`config.mk`:
```
export PLATFORM = sky130hd
export DESIGN_NAME = ilmc_regs
export DESIGN_NICKNAME = d
export VERILOG_FILES = /design/src/rtl/ilmc_pkg.sv /design/src/rtl/ilmc_limit_decode.sv /design/src/rtl/ilmc_regs.sv
export SDC_FILE = /design/constraint.sdc
export NUM_CORES = 1
export LEC_CHECK = 0
export CORE_AREA = 2 2 80 82
export CTS_CLUSTER_DIAMETER = 40
export CTS_CLUSTER_SIZE = 14
export DETAILED_ROUTE_END_ITERATION = 8
export DIE_AREA = 0 0 82 84
export DONT_BUFFER_PORTS = 1
export SLEW_MARGIN = 40
export SYNTH_ARGS = -nofsm -noshare
export SYNTH_HDL_FRONTEND = slang
export SYNTH_SLANG_ARGS = --single-unit
```
`constraint.sdc`:
```
create_clock -name sys_clk -period 2.9 [get_ports sys_clk]
set_input_delay 0.29 -clock sys_clk [delete_from_list [all_inputs] [get_ports sys_clk]]
set_output_delay 0.29 -clock sys_clk [all_outputs]
set_load 0.03 [all_outputs]
```
`src/rtl/ilmc_pkg.sv`:
```
`default_nettype none
package ilmc_pkg;
   localparam logic [31:0] ADDR_IDLE_CFG   = 32'h0000_00E2;
   localparam logic [31:0] ADDR_MC_CAP     = 32'h0000_0179;
   localparam logic [31:0] ADDR_ERR_CFG    = 32'h0000_017F;
   localparam int          LIMIT_LSB       = 0;
   localparam int          LIMIT_W         = 3;
   localparam int          IO_REDIR_BIT    = 10;
   localparam int          LOCK_BIT        = 15;
   localparam int          MEMLOG_BIT      = 1;
   localparam logic [63:0] IDLE_CFG_WMASK  = 64'h0000_0000_0000_8407;
   localparam logic [63:0] ERR_CFG_WMASK   = 64'h0000_0000_0000_0002;
   localparam logic [63:0] MC_CAP_MASK     = 64'h0000_0000_05FF_0FFF;
   localparam logic [2:0]  LIM_NONE        = 3'h0;
   localparam logic [2:0]  LIM_S2          = 3'h1;
   localparam logic [2:0]  LIM_S6          = 3'h2;
   localparam logic [2:0]  LIM_S6R         = 3'h3;
   localparam logic [2:0]  LIM_S7          = 3'h4;
   localparam logic [2:0]  LIM_S7S         = 3'h5;
   localparam logic [2:0]  LIM_UNLIMITED   = 3'h7;
   // one-hot deepest allowed package idle state
   typedef enum logic [6:0] {
      ILMC_DEPTH_NONE = 7'h01,
      ILMC_DEPTH_S2   = 7'h02,
      ILMC_DEPTH_S6   = 7'h04,
      ILMC_DEPTH_S6R  = 7'h08,
      ILMC_DEPTH_S7   = 7'h10,
      ILMC_DEPTH_S7S  = 7'h20,
      ILMC_DEPTH_ANY  = 7'h40
   } ilmc_depth_t;
endpackage : ilmc_pkg
`default_nettype wire

```
`src/rtl/ilmc_limit_decode.sv`:
```
`timescale 1ns/100ps
`default_nettype none
module ilmc_limit_decode (
   input  wire logic [2:0]            limit_code,
   output var  ilmc_pkg::ilmc_depth_t depth,
   output logic                       code_valid
);
   // 110b has no meaning; it maps to no-idle so nothing deeper than asked is entered
   always_comb begin
      unique case (limit_code)
         ilmc_pkg::LIM_NONE:      depth = ilmc_pkg::ILMC_DEPTH_NONE;
         ilmc_pkg::LIM_S2:        depth = ilmc_pkg::ILMC_DEPTH_S2;
         ilmc_pkg::LIM_S6:        depth = ilmc_pkg::ILMC_DEPTH_S6;
         ilmc_pkg::LIM_S6R:       depth = ilmc_pkg::ILMC_DEPTH_S6R;
         ilmc_pkg::LIM_S7:        depth = ilmc_pkg::ILMC_DEPTH_S7;
         ilmc_pkg::LIM_S7S:       depth = ilmc_pkg::ILMC_DEPTH_S7S;
         ilmc_pkg::LIM_UNLIMITED: depth = ilmc_pkg::ILMC_DEPTH_ANY;
         default:                 depth = ilmc_pkg::ILMC_DEPTH_NONE;
      endcase
   end
   assign code_valid = (limit_code != 3'h6);
endmodule : ilmc_limit_decode
`default_nettype wire

```
`src/rtl/ilmc_regs.sv`:
```
// Summary of operation
// - idle-state configuration register at address E2h, core scope, read/write
// - bits 2:0 set deepest package idle state; reset to factory limit
// - codes 0..5 select none, second, sixth, sixth-retained, seventh, seventh variant
// - code 111 removes any package idle depth limit
// - no code caps depth at the third idle state
// - bit 10 turns matching I/O reads into monitor-wait instructions
// - bit 15 set-once lock freezes bits 15:0 until reset
// - read-only capability register at 179h; bits 7:0 give bank count
// - error configuration register at 17Fh; bits 0 and 63:2 reserved
// - bit 1 enables extra memory controller logging in bits 36:32
`timescale 1ns/100ps
`default_nettype none
module ilmc_regs #(
   parameter logic [2:0]  FACTORY_LIMIT = 3'h7,
   parameter logic [63:0] MC_CAP_VALUE  = 64'h0000_0000_0000_0014
) (
   input  wire logic        sys_clk,
   input  wire logic        srst,
   input  wire logic        msr_wr,
   input  wire logic        msr_rd,
   input  wire logic [31:0] msr_addr,
   input  wire logic [63:0] msr_wdata,
   input  wire logic        io_rd,
   input  wire logic [15:0] io_rd_port,
   input  wire logic [15:0] io_capture_base_register,
   output logic      [63:0] msr_rdata,
   output logic             msr_fault,
   output logic      [6:0]  idle_depth_limit,
   output logic             monitor_wait_instruction,
   output logic             memory_controller_bank_log_en
);
   logic [63:0]          idle_cfg_reg;
   logic [63:0]          idle_cfg_next;
   logic [63:0]          err_cfg_reg;
   logic [63:0]          err_cfg_next;
   logic [63:0]          rdata_next;
   logic                 hit_idle;
   logic                 hit_cap;
   logic                 hit_err;
   logic                 locked;
   logic [63:0]          cap_value;
   ilmc_pkg::ilmc_depth_t depth_w;
   logic                 code_valid;
   logic [2:0]           limit_field;

   function automatic logic addr_hit(
      input logic [31:0] addr,
      input logic [31:0] match
   );
      return (addr == match);
   endfunction : addr_hit

   // reserved bits are dropped on the way in, so they can never be stored and read back
   function automatic logic [63:0] keep_writable(
      input logic [63:0] wdata,
      input logic [63:0] wmask
   );
      return wdata & wmask;
   endfunction : keep_writable

   assign hit_idle  = addr_hit(msr_addr, ilmc_pkg::ADDR_IDLE_CFG);
   assign hit_cap   = addr_hit(msr_addr, ilmc_pkg::ADDR_MC_CAP);
   assign hit_err   = addr_hit(msr_addr, ilmc_pkg::ADDR_ERR_CFG);
   assign limit_field = idle_cfg_reg[ilmc_pkg::LIMIT_LSB +: ilmc_pkg::LIMIT_W];
   assign locked    = idle_cfg_reg[ilmc_pkg::LOCK_BIT];
   assign cap_value = MC_CAP_VALUE & ilmc_pkg::MC_CAP_MASK;

   // lock only blocks writes; reset is the sole way out of it
   assign idle_cfg_next = (msr_wr && hit_idle && !locked)
                        ? keep_writable(msr_wdata, ilmc_pkg::IDLE_CFG_WMASK)
                        : idle_cfg_reg;
   assign err_cfg_next  = (msr_wr && hit_err)
                        ? keep_writable(msr_wdata, ilmc_pkg::ERR_CFG_WMASK)
                        : err_cfg_reg;
   assign rdata_next    = !msr_rd  ? msr_rdata
                        : hit_idle ? idle_cfg_reg
                        : hit_cap  ? cap_value
                        : hit_err  ? err_cfg_reg
                        : 64'h0000_0000_0000_0000;

   ilmc_limit_decode u_dec (
      .limit_code (limit_field),
      .depth      (depth_w),
      .code_valid (code_valid)
   );

   always_ff @(posedge sys_clk) begin
      if (srst) begin
         idle_cfg_reg <= {61'h0, FACTORY_LIMIT};
         err_cfg_reg  <= 64'h0000_0000_0000_0000;
      end else begin
         idle_cfg_reg <= idle_cfg_next;
         err_cfg_reg  <= err_cfg_next;
      end
   end

   always_ff @(posedge sys_clk) begin
      if (srst) begin
         msr_rdata                     <= 64'h0000_0000_0000_0000;
         msr_fault                     <= 1'b0;
         idle_depth_limit              <= ilmc_pkg::ILMC_DEPTH_NONE;
         monitor_wait_instruction      <= 1'b0;
         memory_controller_bank_log_en <= 1'b0;
      end else begin
         msr_rdata                     <= rdata_next;
         msr_fault                     <= (msr_rd | msr_wr) & ~(hit_idle | hit_cap | hit_err);
         idle_depth_limit              <= depth_w;
         monitor_wait_instruction      <= io_rd & idle_cfg_reg[ilmc_pkg::IO_REDIR_BIT]
                                          & (io_rd_port == io_capture_base_register);
         memory_controller_bank_log_en <= err_cfg_reg[ilmc_pkg::MEMLOG_BIT];
      end
   end
endmodule : ilmc_regs
`default_nettype wire

```
After elaboration in Yosys (flattened, before gate mapping)

Index checks and enable logic that the tools add are counted.

Bits in registers: 80
Bits of input ports: 133
Word-level logic and storage cells: 32

Equality and inequality tests: 10
Multiplexer cells: 4
Bitwise gates (word level): 7
Reductions and logical operators: 4

Operator list:

| cell                  | number |
|---|---|
| $eq A32 B9 Y1 const B | 2 |
| $pmux W7 S6           | 1 |
| $eq A32 B8 Y1 const B | 1 |
| $eq A16 B16 Y1        | 1 |
| $mux W16              | 1 |
| $eq A3 B3 Y1 const B  | 3 |
| $eq A3 B2 Y1 const B  | 2 |
| $mux W5               | 1 |
| $and A1 B1 Y1         | 3 |
| $eq A3 B1 Y1 const B  | 1 |
| $logic_and A1 B1 Y1   | 3 |
| $or A1 B1 Y1          | 3 |
| $mux W2               | 1 |
| $logic_not A1 Y1      | 1 |
| $not A1 Y1            | 1 |

Depth between registers and ports, before layout

Depth after elaboration: 5
Mapped depth: 6

Modules after synthesis

Synthesis repeated with hierarchy kept, for this count alone.

Cells, all modules: 196
Area total of the unflattened synthesis: 1676.6 um2

By module, submodules not included:

| module            | instances | cells each | area an instance (um2) | sequential area each (um2) |
|---|---|---|---|---|
| ilmc_regs         | 1         | 184        | 1579.0                 | 440.4 |
| ilmc_limit_decode | 1         | 12         | 97.6                   | 0.0 |

Least setup slack after synthesis

Ideal clock, no wire load.

Kind: input -> register
Start point: in msr_addr[18]
End point: reg idle_cfg_reg[0]
Setup time: 72 ps
Arrival: 1478 ps
Required time: 2828 ps
Slack: 1350 ps
Cell stages on the path: 6
Buffers on the path: 2
Cells stage by stage: nor4_1 and3_2 clkbuf_1 and4_1 clkbuf_2 mux2i_1

Cells in the longest elaborated chain, start to end: 3

RTL lines:

| what                              | line            | text |
|---|---|---|
| from (decl)                       | ilmc_regs.sv:22 | `input wire logic [31:0] msr_addr,` |
| $eq A32 B8 Y1                     | ilmc_regs.sv:51 | `return (addr == match);` |
| $logic_and A1 B1 Y1 (2 in series) | ilmc_regs.sv:70 | `assign idle_cfg_next = (msr_wr && hit_idle && !locked)` |
| to (signal assigned)              | ilmc_regs.sv:90 | `idle_cfg_reg <= {61'h0, FACTORY_LIMIT};` |
| to (signal assigned)              | ilmc_regs.sv:93 | `idle_cfg_reg <= idle_cfg_next;` |
| to (decl)                         | ilmc_regs.sv:33 | `logic [63:0] idle_cfg_reg;` |

No other way between the ends.
A chain may end at the register's enable or synchronous reset.

Worst setup path in the final report

Start point: in msr_addr[9]
End point: reg msr_rdata[1]

Cells in the longest elaborated chain, start to end: 4

RTL lines:

| what                 | line             | text |
|---|---|---|
| $eq A32 B9 Y1        | ilmc_regs.sv:51  |  |
| $mux W2              | ilmc_regs.sv:79  | `: hit_err ? err_cfg_reg` |
| $mux W5              | ilmc_regs.sv:78  | `: hit_cap ? cap_value` |
| $mux W16 *           | ilmc_regs.sv:77  | `: hit_idle ? idle_cfg_reg` |
| to (signal assigned) | ilmc_regs.sv:106 | `msr_rdata <= rdata_next;` |
| to (decl)            | ilmc_regs.sv:27  | `output logic [63:0] msr_rdata,` |

Mark *: on every way between the ends. The rest lies on a longest branch, timed or not.

==> impl_metrics.json <==
{
  "p_int_mw": 0.419,
  "io_buffers": 0,
  "finalHoldViolations": 0,
  "crit_fanout": 3,
  "dieArea_mm2": 0.00689,
  "layout_commonest_cell": "conb_1",
  "post-cts-setup-buffers": 0,
  "crit_type": "input port to register",
  "synth_cells": 189,
  "final_nets": 320,
  "fin_crit_ps": 1390,
  "ys_seq_area_share_pct": 27.6,
  "required_ps": 3070,
  "irDropWorstVdd_v": 0.000257,
  "clock-sinks": 22,
  "combPwrFrac_pct": 21.1,
  "drv_slew": 0,
  "maxCapViolations": 0,
  "drc_errors": 0,
  "synth_edf_count": 0,
  "switching_share_pct": 33.6,
  "ys_warn_count": 0,
  "stdcell_count": 262,
  "rsz0062_at_grt": "no",
  "mostFrequentLayoutCells": "conb_1, dfxtp_1, nor2_1, xor2_1, nand4_1",
  "max-clock-path-buffers": 2,
  "power_frac_clock_pct": 29.0,
  "largest_reg_flops": 7,
  "p_seq_share_pct": 49.9,
  "period_share_pct": 48.0,
  "ff2ff_path_depth": 3,
  "cts_made_buffers": 3,
  "drive_gt1_share_pct": 6.49,
  "final_core_util_pct": 24.4,
  "finalSetupViolations": 0,
  "power_density_mw_per_mm2": 425,
  "gr-total-overflow": 0,
  "synth_area_mm2": 0.00159,
  "switching_power_mw": 0.212,
  "ys_ff_latch": 22,
  "vias": 1090,
  "skew_ps": 3.77,
  "num_antenna_cells": 0,
  "place_congestion": 0.803,
  "drt_iter0_drc": 30,
  "fillers": 682,
  "ff_latch_area_um2": 440,
  "status": "finished clean",
  "place_area_mm2": 0.00145,
  "cts_tree": "done",
  "grt_max_degree": 27,
  "htree_levels": 1,
  "ys_types": 34,
  "p_leak_nw": 0.599,
  "crit_arrival_ps": 1560,
  "drt-total-wl_um": 3010,
  "place_hpwl_um": 2540,
  "antenna_found_initial": 0,
  "fin_ws_ps": 1510,
  "start_kind": "input port",
  "area_growth_pct": -6.75,
  "place_ws_ps": 1220,
  "ys_dominant_reg_cell": "dfxtp_1",
  "initial_utilization_pct": 26.1,
  "hold_buffers": 0,
  "root_buffer": "clkbuf_8",
  "postRouteAntennaNets": 0,
  "avgRoutedWirePerCell_um": 11.5,
  "fmax_mhz": 718,
  "hold-worst-slack_ps": 95.2,
  "grt_pass1_vias": 875,
  "ios": 207,
  "syn_area_per_cell_um2": 8.43,
  "vias_per_cell": 4.16,
  "rows": 29,
  "cts_resized": 0,
  "dp_cells": 259,
  "design_area_mm2": 0.00149,
  "cp-end-kind": "register",
  "clk_pin_slew_ps": 80,
  "insertion_delay_ps": 250,
  "track_usage_pct": 7.84,
  "synthArstFlopShare_pct": 0,
  "multi_input_area_um2": 905,
  "dieWidth_um": 82,
  "finalSetupTns_ps": 0,
  "min_path_cells": 1,
  "grt_pass1_wl_um": 4250,
  "die-height_um": 84,
  "firstDrtPassIters": 4,
  "coreArea_mm2": 0.00610,
  "finalPower_mw": 0.632,
  "min_path_type": "input port to register"
}
[metal layers]
metal	wire, um	global-route usage (%)
met5	0	0
met4	63	3.79
met3	417	2.27
met2	1440	12.8
met1	1090	9.19
[critical path, stage by stage]
cell	delay [ps]
nor4_2	300
nand4_1	170
or4_1	550
a311oi_1	260
[kinds of logic after synthesis]
| kind of cell | Yosys count | synth area share, % |
|---|---|---|
| flip-flops | 22 | 27.6 |
| other | 1 | 0.235 |
| AO/OA/AOI/OAI | 8 | 3.69 |
| AND/OR/NAND/NOR | 71 | 26.8 |
| multiplexers | 5 | 3.22 |
| XOR/XNOR | 17 | 9.34 |
| buffers and inverters | 65 | 29.0 |
[worst paths after layout]
| path | slack (ps) | start | to |
|---|---|---|---|
| hold / removal | 100 | srst | msr_rdata[4] |
| hold reg to reg | 470 | idle_cfg_reg[10] | msr_rdata[10] |
| setup reg to reg | 1740 | err_cfg_reg[1] | msr_rdata[1] |
| setup / recovery | 1510 | msr_addr[9] | msr_rdata[1] |
[final cells by class]
type                            count  area share, %
Tap cell                           77           6.48
Multi-Input combinational cell    159           60.9
Sequential cell                    22           29.6
Inverter                            1          0.253
Clock buffer                        3           2.78
[Yosys cell counts, drive strengths merged (3+ instances only)]
cell type | instances | share of area, %
buf | 59 | 28
dfxtp | 22 | 28
nor2 | 16 | 3.8
xor2 | 16 | 8.8
nor4 | 9 | 4.7
nand4 | 7 | 2.7
nand2 | 6 | 1.4
nand2b | 6 | 2.4
clkbuf | 5 | 1.3
mux2i | 4 | 2.5
nand3 | 4 | 1.3
nor2b | 4 | 1.6
nor3 | 4 | 1.3
and3 | 3 | 1.3
and4 | 3 | 1.6
o31ai | 3 | 1.4
or3b | 3 | 1.6
[power groups by stage]
| stage | registers [mW] | logic, mW | clock network (mW) |
|---|---|---|---|
| 5_1_grt | 0.316 | 0.142 | 0.200 |
| 4_1_cts | 0.315 | 0.132 | 0.188 |
| 3_3_place_gp | 0.322 | 0.131 | 0 |
| 6_report | 0.315 | 0.133 | 0.183 |
| 3_5_place_dp | 0.322 | 0.132 | 0 |
| 2_1_floorplan | 0.322 | 0.193 | 0 |
Note: power is estimated with default switching activity, not from simulation.
